<file path="src/rtl/ptm_pkg.sv">
// Holds the constants, control-field layout and carriers of the paired timer.
// Assumes one 100 MHz clock; all pins arrive synchronous to it.
//
// Contract
// - Two 16-bit timers, joinable into one 32-bit.
// - Independent timers support all synchronous 16-bit modes.
// - Joined pair is a 32-bit timer or sync counter.
// - Lower timer is low half, upper high half.
// - Joined mode ignores the upper control entirely.
// - Joined mode clocks and gates from lower inputs.
// - Joined period match raises the upper flag.
// - Joined interrupt on full 32-bit period match.
// - Period is upper half over lower half.
// - Count reads as upper half over lower half.
// - Converter trigger comes only from joined timer.
// - Each timer exports a time base for capture/compare.
// - Each timer counts internal or external clock.
// - Gating, prescale, keeps running in idle/sleep.
// - Lower run bit starts pair or lower only.
// - Prescale code 11 divides 256, 10 divides 64.
// - Idle-stop bit halts timer during device idle.
package ptm_pkg;
  // ==========================================================
  // Widths and prescale codes
  localparam int PTM_HALF_W = 16;
  localparam logic [1:0] PTM_PS_DIV1 = 2'h0;
  localparam logic [1:0] PTM_PS_DIV8 = 2'h1;
  localparam logic [1:0] PTM_PS_DIV64 = 2'h2;
  localparam logic [1:0] PTM_PS_DIV256 = 2'h3;
  // Prescale terminal counts (ratio minus one)
  localparam logic [7:0] PTM_TC_DIV8 = 8'h07;
  localparam logic [7:0] PTM_TC_DIV64 = 8'h3f;
  localparam logic [7:0] PTM_TC_DIV256 = 8'hff;
  localparam logic [7:0] PTM_PS_ZERO = 8'h00;
  localparam logic [15:0] PTM_CNT_ZERO = 16'h0000;
  localparam logic [15:0] PTM_CNT_ONE = 16'h0001;

  // ==========================================================
  // Control fields of one timer
  typedef struct packed {
    logic timerRun;             // Run bit
    logic idleStopSelect;       // Halt in idle when set
    logic gateAccumulateEnable; // Gated accumulation
    logic [1:0] prescaleSelect; // Prescale code
    logic pairJoinSelect;       // Join pair (lower only)
    logic clockSourceSelect;    // 1 = external pin
  } ptm_ctrl_s;

  // Clock and gate inputs of one timer
  typedef struct packed {
    logic extClk;  // External clock pin level
    logic gate;    // Gate pin level
  } ptm_pins_s;

  // One timer's state
  typedef struct packed {
    logic [7:0] psCnt;   // Prescale counter
    logic [15:0] count;  // Running count
    logic extPrev;       // Last ext clock level
    logic gatePrev;      // Last gate level
  } ptm_core_s;
endpackage

</file>
<file path="src/rtl/ptm_core.sv">
// Holds one 16-bit timing core: prescaler, edge detect, gate, period match.
// Assumes ext clock and gate pins already synchronous to sys_clk.
`timescale 1ns/100ps
module ptm_core (
  input wire logic sys_clk,
  input wire logic rst,
  input ptm_pkg::ptm_ctrl_s ctrl,
  input ptm_pkg::ptm_pins_s pins,
  input wire logic idleMode,
  input wire logic cntEn,
  input wire logic clearCount,
  input wire logic [15:0] period,
  output logic tick,
  output logic [15:0] countQ,
  output logic match,
  output logic gateFall
);
  import ptm_pkg::*;

  // ==========================================================
  // State
  ptm_core_s st_q;
  ptm_core_s st_d;
  logic [7:0] psTc;
  logic srcEdge;
  logic running;

  // Prescale terminal count decode
  function automatic logic [7:0] tcOf(input logic [1:0] code);
    case (code)
      PTM_PS_DIV8: tcOf = PTM_TC_DIV8;
      PTM_PS_DIV64: tcOf = PTM_TC_DIV64;
      PTM_PS_DIV256: tcOf = PTM_TC_DIV256;
      default: tcOf = PTM_PS_ZERO;
    endcase
  endfunction

  // ==========================================================
  // Next state
  always_comb begin
    st_d = st_q;
    psTc = tcOf(ctrl.prescaleSelect);
    st_d.extPrev = pins.extClk;
    st_d.gatePrev = pins.gate;
    // Rising ext edge or every internal cycle
    // Ext edge is taken on sys_clk only, so no async counting
    srcEdge = ctrl.clockSourceSelect ? (pins.extClk & ~st_q.extPrev) : 1'b1;
    // Gate only applies to the internal clock
    running = cntEn & ~(idleMode & ctrl.idleStopSelect);
    if (!ctrl.clockSourceSelect && ctrl.gateAccumulateEnable) begin
      running = running & pins.gate;
    end
    tick = 1'b0;
    if (running && srcEdge) begin
      if (st_q.psCnt >= psTc) begin
        st_d.psCnt = PTM_PS_ZERO;
        tick = 1'b1;
      end else begin
        st_d.psCnt = st_q.psCnt + 8'h01;
      end
    end
    // Stopped timer restarts prescale from scratch
    if (!cntEn) begin
      st_d.psCnt = PTM_PS_ZERO;
    end
    // Count clear is decided by the parent, on the 32-bit match in joined mode
    if (clearCount) begin
      st_d.count = PTM_CNT_ZERO;
    end else if (tick) begin
      st_d.count = st_q.count + PTM_CNT_ONE;
    end
  end

  // Registered state
  always_ff @(posedge sys_clk or posedge rst) begin
    if (rst) begin
      st_q <= '0;
    end else begin
      st_q <= st_d;
    end
  end

  assign countQ = st_q.count;
  assign match = (st_q.count == period);
  // Gate fall flagged only in gated internal mode, while enabled
  assign gateFall = cntEn & ~ctrl.clockSourceSelect & ctrl.gateAccumulateEnable
                    & st_q.gatePrev & ~pins.gate;
endmodule

</file>
<file path="src/rtl/ptm_paired_timer.sv">
// Holds the paired 16/32-bit timer top: two cores, join logic, flags.
// Assumes control bits come from a register file outside; flags are
// pulses cleared by the caller's own flag logic.
`timescale 1ns/100ps
module ptm_paired_timer (
  input wire logic sys_clk,
  input wire logic rst,
  input ptm_pkg::ptm_ctrl_s lowerTimerControl,
  input ptm_pkg::ptm_ctrl_s upperTimerControl,
  input ptm_pkg::ptm_pins_s lowerPins,
  input ptm_pkg::ptm_pins_s upperPins,
  input wire logic idleMode,
  input wire logic [15:0] periodLow,
  input wire logic [15:0] periodHigh,
  output logic [15:0] countLow,
  output logic [15:0] countHigh,
  output logic lowerIrqPulse,
  output logic upperIrqPulse,
  output logic converterTrigger,
  output logic lowerTimeBaseTick,
  output logic upperTimeBaseTick
);
  import ptm_pkg::*;

  // ==========================================================
  // Output state, all registered
  typedef struct packed {
    logic lowIrq;
    logic upIrq;
    logic trig;
    logic lowTb;
    logic upTb;
  } ptm_out_s;

  ptm_out_s st_q;
  ptm_out_s st_d;
  logic joined;
  ptm_ctrl_s upCtrl;
  ptm_pins_s upPins;
  logic upEn;
  logic lowEn;
  logic lowTick;
  logic upTick;
  logic lowMatch;
  logic upMatch;
  logic lowFall;
  logic upFall;
  logic fullMatch;
  logic lowClr;
  logic upClr;
  logic [15:0] upCount;
  logic [15:0] lowCount;
  logic joinHighMatch; // Joined high half equals its period half

  // ==========================================================
  // Join steering: upper core borrows lower control and pins
  assign joined = lowerTimerControl.pairJoinSelect;
  assign upCtrl = joined ? lowerTimerControl : upperTimerControl;
  assign upPins = joined ? lowerPins : upperPins;
  assign lowEn = lowerTimerControl.timerRun;
  // Upper stays put while joined; lower tick drives both halves
  assign upEn = joined ? 1'b0 : upperTimerControl.timerRun;
  // Joined high half lives in the carry flop, not in the idle upper core
  assign fullMatch = lowMatch & (joined ? joinHighMatch : upMatch);
  // Clear on match at the next counting tick
  assign lowClr = lowTick & (joined ? fullMatch : lowMatch);
  assign upClr = joined ? (lowTick & fullMatch) : (upTick & upMatch);

  ptm_core u_low (
    .sys_clk(sys_clk),
    .rst(rst),
    .ctrl(lowerTimerControl),
    .pins(lowerPins),
    .idleMode(idleMode),
    .cntEn(lowEn),
    .clearCount(lowClr),
    .period(periodLow),
    .tick(lowTick),
    .countQ(lowCount),
    .match(lowMatch),
    .gateFall(lowFall)
  );

  // Upper core; in joined mode its count is carried in below
  logic [15:0] carryCount_q;
  ptm_core u_up (
    .sys_clk(sys_clk),
    .rst(rst),
    .ctrl(upCtrl),
    .pins(upPins),
    .idleMode(idleMode),
    .cntEn(upEn),
    .clearCount(upClr),
    .period(periodHigh),
    .tick(upTick),
    .countQ(upCount),
    .match(upMatch),
    .gateFall(upFall)
  );

  // ==========================================================
  // High half in joined mode: carry from the lower half
  always_ff @(posedge sys_clk or posedge rst) begin
    if (rst) begin
      carryCount_q <= PTM_CNT_ZERO;
    end else if (!joined) begin
      carryCount_q <= PTM_CNT_ZERO;
    end else if (lowClr) begin
      carryCount_q <= PTM_CNT_ZERO;
    end else if (lowTick && lowCount == {PTM_HALF_W{1'b1}}) begin
      carryCount_q <= carryCount_q + PTM_CNT_ONE;
    end
  end

  // ==========================================================
  // Flag and trigger next state
  always_comb begin
    st_d = st_q;
    if (joined) begin
      st_d.lowIrq = 1'b0;
      st_d.upIrq = lowClr | lowFall;
      st_d.trig = lowClr;
      st_d.lowTb = lowTick;
      st_d.upTb = lowTick;
    end else begin
      st_d.lowIrq = lowClr | lowFall;
      st_d.upIrq = upClr | upFall;
      st_d.trig = 1'b0;
      st_d.lowTb = lowTick;
      st_d.upTb = upTick;
    end
  end

  always_ff @(posedge sys_clk or posedge rst) begin
    if (rst) begin
      st_q <= '0;
    end else begin
      st_q <= st_d;
    end
  end

  // Count pair readout
  assign countLow = lowCount;
  assign countHigh = joined ? carryCount_q : upCount;
  // Match uses the joined high half when joined
  assign joinHighMatch = (carryCount_q == periodHigh);
  assign lowerIrqPulse = st_q.lowIrq;
  assign upperIrqPulse = st_q.upIrq;
  assign converterTrigger = st_q.trig;
  assign lowerTimeBaseTick = st_q.lowTb;
  assign upperTimeBaseTick = st_q.upTb;

  // ==========================================================
  // Checks
  a_joined_trig: assert property (@(posedge sys_clk) disable iff (rst)
    converterTrigger |-> $past(joined)) else $error("trigger when not joined");
  a_lower_silent: assert property (@(posedge sys_clk) disable iff (rst)
    $past(joined) |-> !lowerIrqPulse) else $error("lower irq in joined");
  a_run_stops: assert property (@(posedge sys_clk) disable iff (rst)
    !lowEn ##1 !lowEn |-> $stable(countLow)) else $error("count while stopped");
  a_idle_halt: assert property (@(posedge sys_clk) disable iff (rst)
    idleMode && lowerTimerControl.idleStopSelect ##1 idleMode
    && lowerTimerControl.idleStopSelect && $stable(lowerTimerControl)
    |-> $stable(countLow)) else $error("count in idle stop");
  a_wrap_zero: assert property (@(posedge sys_clk) disable iff (rst)
    !joined && lowTick && lowMatch |=> countLow == PTM_CNT_ZERO)
    else $error("no wrap on match");
  a_irq_match: assert property (@(posedge sys_clk) disable iff (rst)
    !joined && lowTick && lowMatch ##1 !joined |-> lowerIrqPulse)
    else $error("match without flag");
  a_gate_hold: assert property (@(posedge sys_clk) disable iff (rst)
    !lowerTimerControl.clockSourceSelect && lowerTimerControl.gateAccumulateEnable
    && !lowerPins.gate |-> !lowTick) else $error("tick with gate low");
  a_full_match: assert property (@(posedge sys_clk) disable iff (rst)
    joined && lowTick && lowMatch && joinHighMatch ##1 joined |-> upperIrqPulse)
    else $error("32-bit match missed");
  a_upper_ignored: assert property (@(posedge sys_clk) disable iff (rst)
    joined |-> !upTick) else $error("upper ran while joined");
  a_div1_tick: assert property (@(posedge sys_clk) disable iff (rst)
    lowEn && !idleMode && lowerTimerControl.prescaleSelect == PTM_PS_DIV1
    && !lowerTimerControl.clockSourceSelect && !lowerTimerControl.gateAccumulateEnable
    |-> lowTick) else $error("div1 missing tick");
  c_joined_trig: cover property (@(posedge sys_clk) disable iff (rst) converterTrigger);
  c_upper_irq: cover property (@(posedge sys_clk) disable iff (rst) upperIrqPulse && !joined);
  c_gate_fall: cover property (@(posedge sys_clk) disable iff (rst) lowFall);
endmodule

</file>
<file path="config.mk">
export PLATFORM = sky130hd
export DESIGN_NAME = ptm_paired_timer
export DESIGN_NICKNAME = d
export VERILOG_FILES = /design/src/rtl/ptm_pkg.sv /design/src/rtl/ptm_core.sv /design/src/rtl/ptm_paired_timer.sv
export SDC_FILE = /design/constraint.sdc
export NUM_CORES = 1
export LEC_CHECK = 0
export BUFFER_PORTS_ARGS = -buffer_cell sky130_fd_sc_hd__buf_2
export CAP_MARGIN = 20
export CORE_ASPECT_RATIO = 0.8
export CORE_MARGIN = 2
export CORE_UTILIZATION = 45
export DETAILED_ROUTE_END_ITERATION = 6
export GPL_TIMING_DRIVEN = 0
export HOLD_SLACK_MARGIN = 0.08
export PLACE_DENSITY = 0.69
export SYNTH_ARGS = -nofsm -noshare
export SYNTH_HDL_FRONTEND = slang
export SYNTH_SLANG_ARGS = --single-unit
</file>
<file path="constraint.sdc">
create_clock -name sys_clk -period 6.9 [get_ports sys_clk]
set_clock_uncertainty 0.2 [all_clocks]
set_input_delay 0.345 -clock sys_clk [delete_from_list [all_inputs] [get_ports sys_clk]]
set_output_delay 0.345 -clock sys_clk [all_outputs]
set_load 0.05 [all_outputs]
</file>
# After elaboration in Yosys (flattened, before gate mapping)
# Index checks and enable logic that the tools add are counted.
[op_classes]
eq_ne = 13
n_bitwise = 30
n_reduce_logical = 9
muxes = 31
n_lt_le_gt_ge = 2
addsub = 5
[ops]
columns = ["operator", "count"]
rows = [
  ["16-bit 2-to-1 mux", 8],
  ["16-bit by 1-bit adder with 16-bit output (second input constant)", 3],
  ["16-bit equality test", 3],
  ["8-bit 2-to-1 mux", 6],
  ["8-bit one-hot mux with 3 select lines", 2],
  ["1-bit AND", 20],
  ["8-bit by 1-bit adder with 8-bit output (second input constant)", 2],
  ["16-bit equality test (second input constant)", 1],
  ["8-bit >= comparator", 2],
  ["1-bit 2-to-1 mux", 12],
  ["2-bit equality test (second input constant)", 4],
  ["1-bit inverter", 8],
  ["6-bit 2-to-1 mux", 1],
  ["1-bit logical AND", 5],
  ["5-bit 2-to-1 mux", 1],
  ["2-bit by 1-bit equality test with 1-bit output (second input constant)", 2],
  ["2-bit nonzero test", 2],
  ["3-bit by 1-bit inequality test with 1-bit output (second input constant)", 1],
  ["1-bit logical NOT", 2],
  ["2-bit 2-to-1 mux", 1],
  ["2-bit by 1-bit inequality test with 1-bit output (second input constant)", 1],
  ["2-bit inequality test (second input constant)", 1],
  ["1-bit OR", 2],
]
[totals]
output_inout_bits = 37
ff_bits = 73

# Depth between registers and ports, before layout
[logic_depth]
ltp_word = 12
ltp_mapped = 13
ltp_nobuf = 9

# Modules after synthesis
# From an unflattened synthesis, not the netlist that was laid out.
[unflattened]
cells_unflattened = 595
area_unflattened_um2 = 5439.0
[modules_own_cells]
columns = ["mod", "cells_each", "seq_area_each_um2", "area_each_um2", "n_inst"]
rows = [
  ["ptm_core at u_up", 218, 650.6, 1969.4, 1],
  ["ptm_core at u_low", 214, 650.6, 1933.1, 1],
  ["ptm_paired_timer", 163, 525.5, 1536.5, 1],
]

# Least setup slack after synthesis
# Ideal clock, no wire load.
[synth_timing]
path_type = "input port to flip-flop"
start = "in lowerTimerControl[1] in the netlist's numbering"
end = "reg u_up.st_q, in the netlist u_up.countQ[1]"
t_arrival_ns = 3.110
t_required_ns = 6.579
setup_slack_ns = 3.469
path_stages = 13
setup_time_ns = 0.121
path_cell_list = "buf_2 buf_1 buf_1 a21o_1 ha_1 a21o_1 a221oi_1 o221ai_1 nand2_1 clkbuf_1 clkbuf_1 mux2i_1 nor2_1"
[synth_between]
elab_chain_cells = 11
elab_cells_between_ends = 27
classes_between = "order compare (1); eq/ne (3); mux (11); bitwise (8); reduce/logical (4)"
[synth_rtl]
columns = ["item", "line_no", "source"]
rows = [
  ["start: declaration", "ptm_paired_timer.sv:8", "input ptm_pkg::ptm_ctrl_s lowerTimerControl,"],
  ["parallel branches: the longest is 11 deep, another holds 8-bit >= comparator", "n/a", ""],
  ["end signal: assignment", "ptm_core.sv:79", "st_q <= st_d;"],
  ["end: declaration", "ptm_core.sv:22", "ptm_core_s st_q;"],
]
# Several ways; the timed one is not identified.
# A chain may end at the register's enable or synchronous reset.

# Worst setup path after layout
# Same ends and word-level chain as after synthesis.

==> out/results.md <==
• pin count of the biggest net entering global routing: 63
• final design instance area without fill: 6110 um^2
• data required time at the worst endpoint: 6.92 ns
• number of synthesis warnings: 0
• final count of negative-setup-slack endpoints: 0
• final net count: 747
• crit-path max cell delay: 0.54 ns
• Critical-path top delay cell: sky130_fd_sc_hd__buf_1
• ordered cell list for the critical path: buf_2, buf_1, buf_1, a21o_1, ha_1, a21o_1, a221oi_1, o221ai_1, nand2_1, clkbuf_1, clkbuf_1, mux2i_1, nor2_1
• count of port buffers added during placement: 87
• Root Buffer Master: sky130_fd_sc_hd__clkbuf_16
• Final Slew Violations: 0
• detailed-router iteration count before antenna repair: 5
• H-tree levels: 3
• cell types with the largest area share after synthesis: sky130_fd_sc_hd__dfrtp_1, sky130_fd_sc_hd__xnor2_1, sky130_fd_sc_hd__o21ai_0, sky130_fd_sc_hd__mux2_2, sky130_fd_sc_hd__ha_1
• static power due to leakage: 2.79 nW
• final critical-path setup slack: 2.69 ns
• worst-margin pin slew: 0.954 ns
• Die X: 123 um
• clock-pin slew on the worst setup and hold paths: 0.06 ns
• Placement Cell Area: 5740 um^2
• Skew-Pair Late Insertion Delay: 0.34 ns
• number of placed cells counting well taps: 805
• flip-flop and latch count after synthesis: 73
• final weighted congestion in routability-driven placement: 0.898
• result of the run: complete, no violations
• Num CTS Buffers: 9
• detailed-route DRC error count: 0
• initial drt markers: 328
• ys flop type: sky130_fd_sc_hd__dfrtp_1
• Slew headroom: 35.5%
• CTS tree: yes
• number of global-route vias before repair: 4513
• Sequential cell area: 1830 um^2
• Post-CTS Setup Inserts: 0
• Area Growth Syn to Fin: 19.9%
• overall power: 1.04 mW
• Max Cap Violations: 0
• Die Ht: 99.2 um
• IO Count: 90
• DR WL/cell: 16.7 um
• CTS max path bufs: 2
• RSZ-0062 raised after global routing: false
• fin util: 55.7%
• Yosys top cell area share: 35.8%
• post-route ant nets: 0
• remaining global-route overflow: 0
• FFs w/ async S/R, synth: 100%
• per-instance average area after synthesis: 8.89 um^2
• startpoint kind of the worst setup timing path: input port
• ANT cells: 0
• gr usage total: 23.8%
• maximum vdd ir drop: 0.114 mV
• Worst Setup End Kind: flop
• initial cell density of the core: 46.4%
• share of post-route cells with drive strength above 1: 23.6%
• estimated wirelength of the detail-placed design: 10500 um
• post-synth top area cell: sky130_fd_sc_hd__dfrtp_1
• Crit path buffers/inverters: 5
• area taken by multi-input logic gates: 2970 um^2
• routed via count divided by cell count: 5.62
• clk sink count: 73
• Max Fclk: 238 MHz
• placeable core region: 11000 um^2
• areal power density over the cells: 170 nW/um^2
• smallest hold slack: 0.133 ns
• Yosys cell types: 60
• sum of negative setup slack: 0 ns
• Setup Slack @ Placement: 2.48 ns
• clock period minus worst slack: 4.21 ns
• cells after synthesis: 573
• total wirelength of the detailed-routed design: 13800 um
• cell row count: 34
• synthesized net count: 643
• Hold-fix buffers, CTS: 5
• Critical Path AT: 4.23 ns
• final instance count without filler cells: 826
• area of the die: 12200 um^2
• Hold Vio Cnt, Final: 0
• first-pass GRT wire length: 22700 um
• area of the mapped netlist: 5100 um^2
• number of flops mapped to enable cells by yosys: 0
• part of the Yosys area used for sequential elements: 35.8%
• class of the most critical hold timing path: input port to flop
• vias post-DR: 4643
• top cell family by delay on the critical path: buffers and inverters
• number of antenna violations at the first check in global routing: 0
• post-cts repair resize count: 0
• Crit Path Class: input port to flop
• maximum fanout along the worst path: 10
• post-route fraction of the period consumed by the critical path: 61.0%
• fill cell total of the finished layout: 1044
[power by group]
part / internal, mW / leakage (nW) / switching (mW)
Clock: 0.318 / 0.145 / 0.188
Combinational: 0.0412 / 1.64 / 0.0576
Sequential: 0.433 / 1.00 / 0.00504
Total: 0.792 / 2.79 / 0.250
[area by class of cell]
| cell class | count | area share [%] |
|---|---|---|
| multi-input combinational | 442 | 48.7 |
| sequential | 73 | 29.9 |
| timing repair buffer | 93 | 8.39 |
| buffer | 43 | 3.91 |
| clock buffer | 10 | 3.75 |
| tap | 144 | 2.95 |
| clock inverter | 6 | 1.49 |
| inverter | 15 | 0.962 |
[cells in the mapped netlist, types with 9 or more instances]
| library cell | instances |
|---|---|
| sky130_fd_sc_hd__mux2_2 | 19 |
| sky130_fd_sc_hd__nor4_1 | 19 |
| sky130_fd_sc_hd__a21oi_1 | 25 |
| sky130_fd_sc_hd__clkbuf_1 | 16 |
| sky130_fd_sc_hd__inv_1 | 15 |
| sky130_fd_sc_hd__nand2_1 | 51 |
| sky130_fd_sc_hd__nand3_1 | 27 |
| sky130_fd_sc_hd__nor2_1 | 31 |
| sky130_fd_sc_hd__or3_1 | 14 |
| sky130_fd_sc_hd__dfrtp_1 | 73 |
| sky130_fd_sc_hd__xor2_1 | 20 |
| sky130_fd_sc_hd__nand4_1 | 20 |
| sky130_fd_sc_hd__o31ai_1 | 9 |
| sky130_fd_sc_hd__ha_1 | 17 |
| sky130_fd_sc_hd__o21ai_0 | 45 |
| sky130_fd_sc_hd__buf_4 | 17 |
| sky130_fd_sc_hd__and3_1 | 14 |
| sky130_fd_sc_hd__xnor2_1 | 47 |
[worst register-to-register path, cell delays in order (launching register included)]
cell	delay, ns
sky130_fd_sc_hd__dfrtp_1	0.43
sky130_fd_sc_hd__ha_1	0.33
sky130_fd_sc_hd__a21o_1	0.18
sky130_fd_sc_hd__a221oi_1	0.41
sky130_fd_sc_hd__o221ai_1	0.33
sky130_fd_sc_hd__nand2_1	0.18
sky130_fd_sc_hd__clkbuf_1	0.34
sky130_fd_sc_hd__clkbuf_1	0.46
sky130_fd_sc_hd__mux2i_1	0.24
sky130_fd_sc_hd__nor2_1	0.05
[metal layers]
| layer | share of wire [%] | vias up | track usage, % |
|---|---|---|---|
| li1 | - | 2284 | - |
| met1 | 48 | 2240 | 33.3 |
| met2 | 47 | 106 | 38.0 |
| met3 | 4.3 | 13 | 5.28 |
| met4 | 1.1 | 0 | 5.07 |
| met5 | 0 | - | 0 |
[state kept, by name, summed over array words and instances, names as in the netlist]
register           cells
carryCount_q          16
u_up.st_q             10
lowerIrqPulse          1
upperIrqPulse          1
u_low.st_q            10
u_up.countQ           16
u_low.countQ          16
upperTimeBaseTick      1
converterTrigger       1
lowerTimeBaseTick      1
[worst paths after layout]
check	from	end	slack, ns	cells after the start
setup / recovery	lowerTimerControl[1]	u_up.countQ[1]	2.69	13
hold / removal	lowerTimerControl[6]	u_low.st_q[18]	0.13	3
setup reg to reg	u_up.st_q[19]	u_up.countQ[1]	3.64	9
hold reg to reg	u_low.st_q[25]	u_low.st_q[25]	0.30	1
max in group asynchronous	rst	carryCount_q[1]	5.67	4
min in group asynchronous	rst	u_up.countQ[7]	0.26	3
[cell families after synthesis]
| kind of cell | Yosys count | synth area share (%) |
|---|---|---|
| simple gates | 219 | 23.0 |
| compound gates | 117 | 14.9 |
| flops | 73 | 35.8 |
| xor+xnor | 67 | 11.5 |
| buf+inv | 58 | 5.79 |
| mux | 22 | 4.79 |
| fa+ha+maj | 17 | 4.17 |
[layout by cell type, fill, tap and decap left out, types with 9 or more instances in the layout]
cell | netlist | final
sky130_fd_sc_hd__buf_2 | 5 | 92
sky130_fd_sc_hd__dfrtp_1 | 73 | 73
sky130_fd_sc_hd__nand2_1 | 51 | 51
sky130_fd_sc_hd__xnor2_1 | 47 | 47
sky130_fd_sc_hd__o21ai_0 | 45 | 45
sky130_fd_sc_hd__nor2_1 | 31 | 31
sky130_fd_sc_hd__nand3_1 | 27 | 27
sky130_fd_sc_hd__a21oi_1 | 25 | 25
sky130_fd_sc_hd__nand4_1 | 20 | 20
sky130_fd_sc_hd__xor2_1 | 20 | 20
sky130_fd_sc_hd__nor4_1 | 19 | 19
sky130_fd_sc_hd__mux2_2 | 19 | 19
sky130_fd_sc_hd__buf_4 | 17 | 17
sky130_fd_sc_hd__clkbuf_1 | 16 | 17
sky130_fd_sc_hd__ha_1 | 17 | 17
sky130_fd_sc_hd__inv_1 | 15 | 14
sky130_fd_sc_hd__and3_1 | 14 | 14
sky130_fd_sc_hd__or3_1 | 14 | 14
sky130_fd_sc_hd__o31ai_1 | 9 | 9
sky130_fd_sc_hd__clkbuf_16 | 0 | 9
No activity file was read; power rests on OpenSTA's default activity.
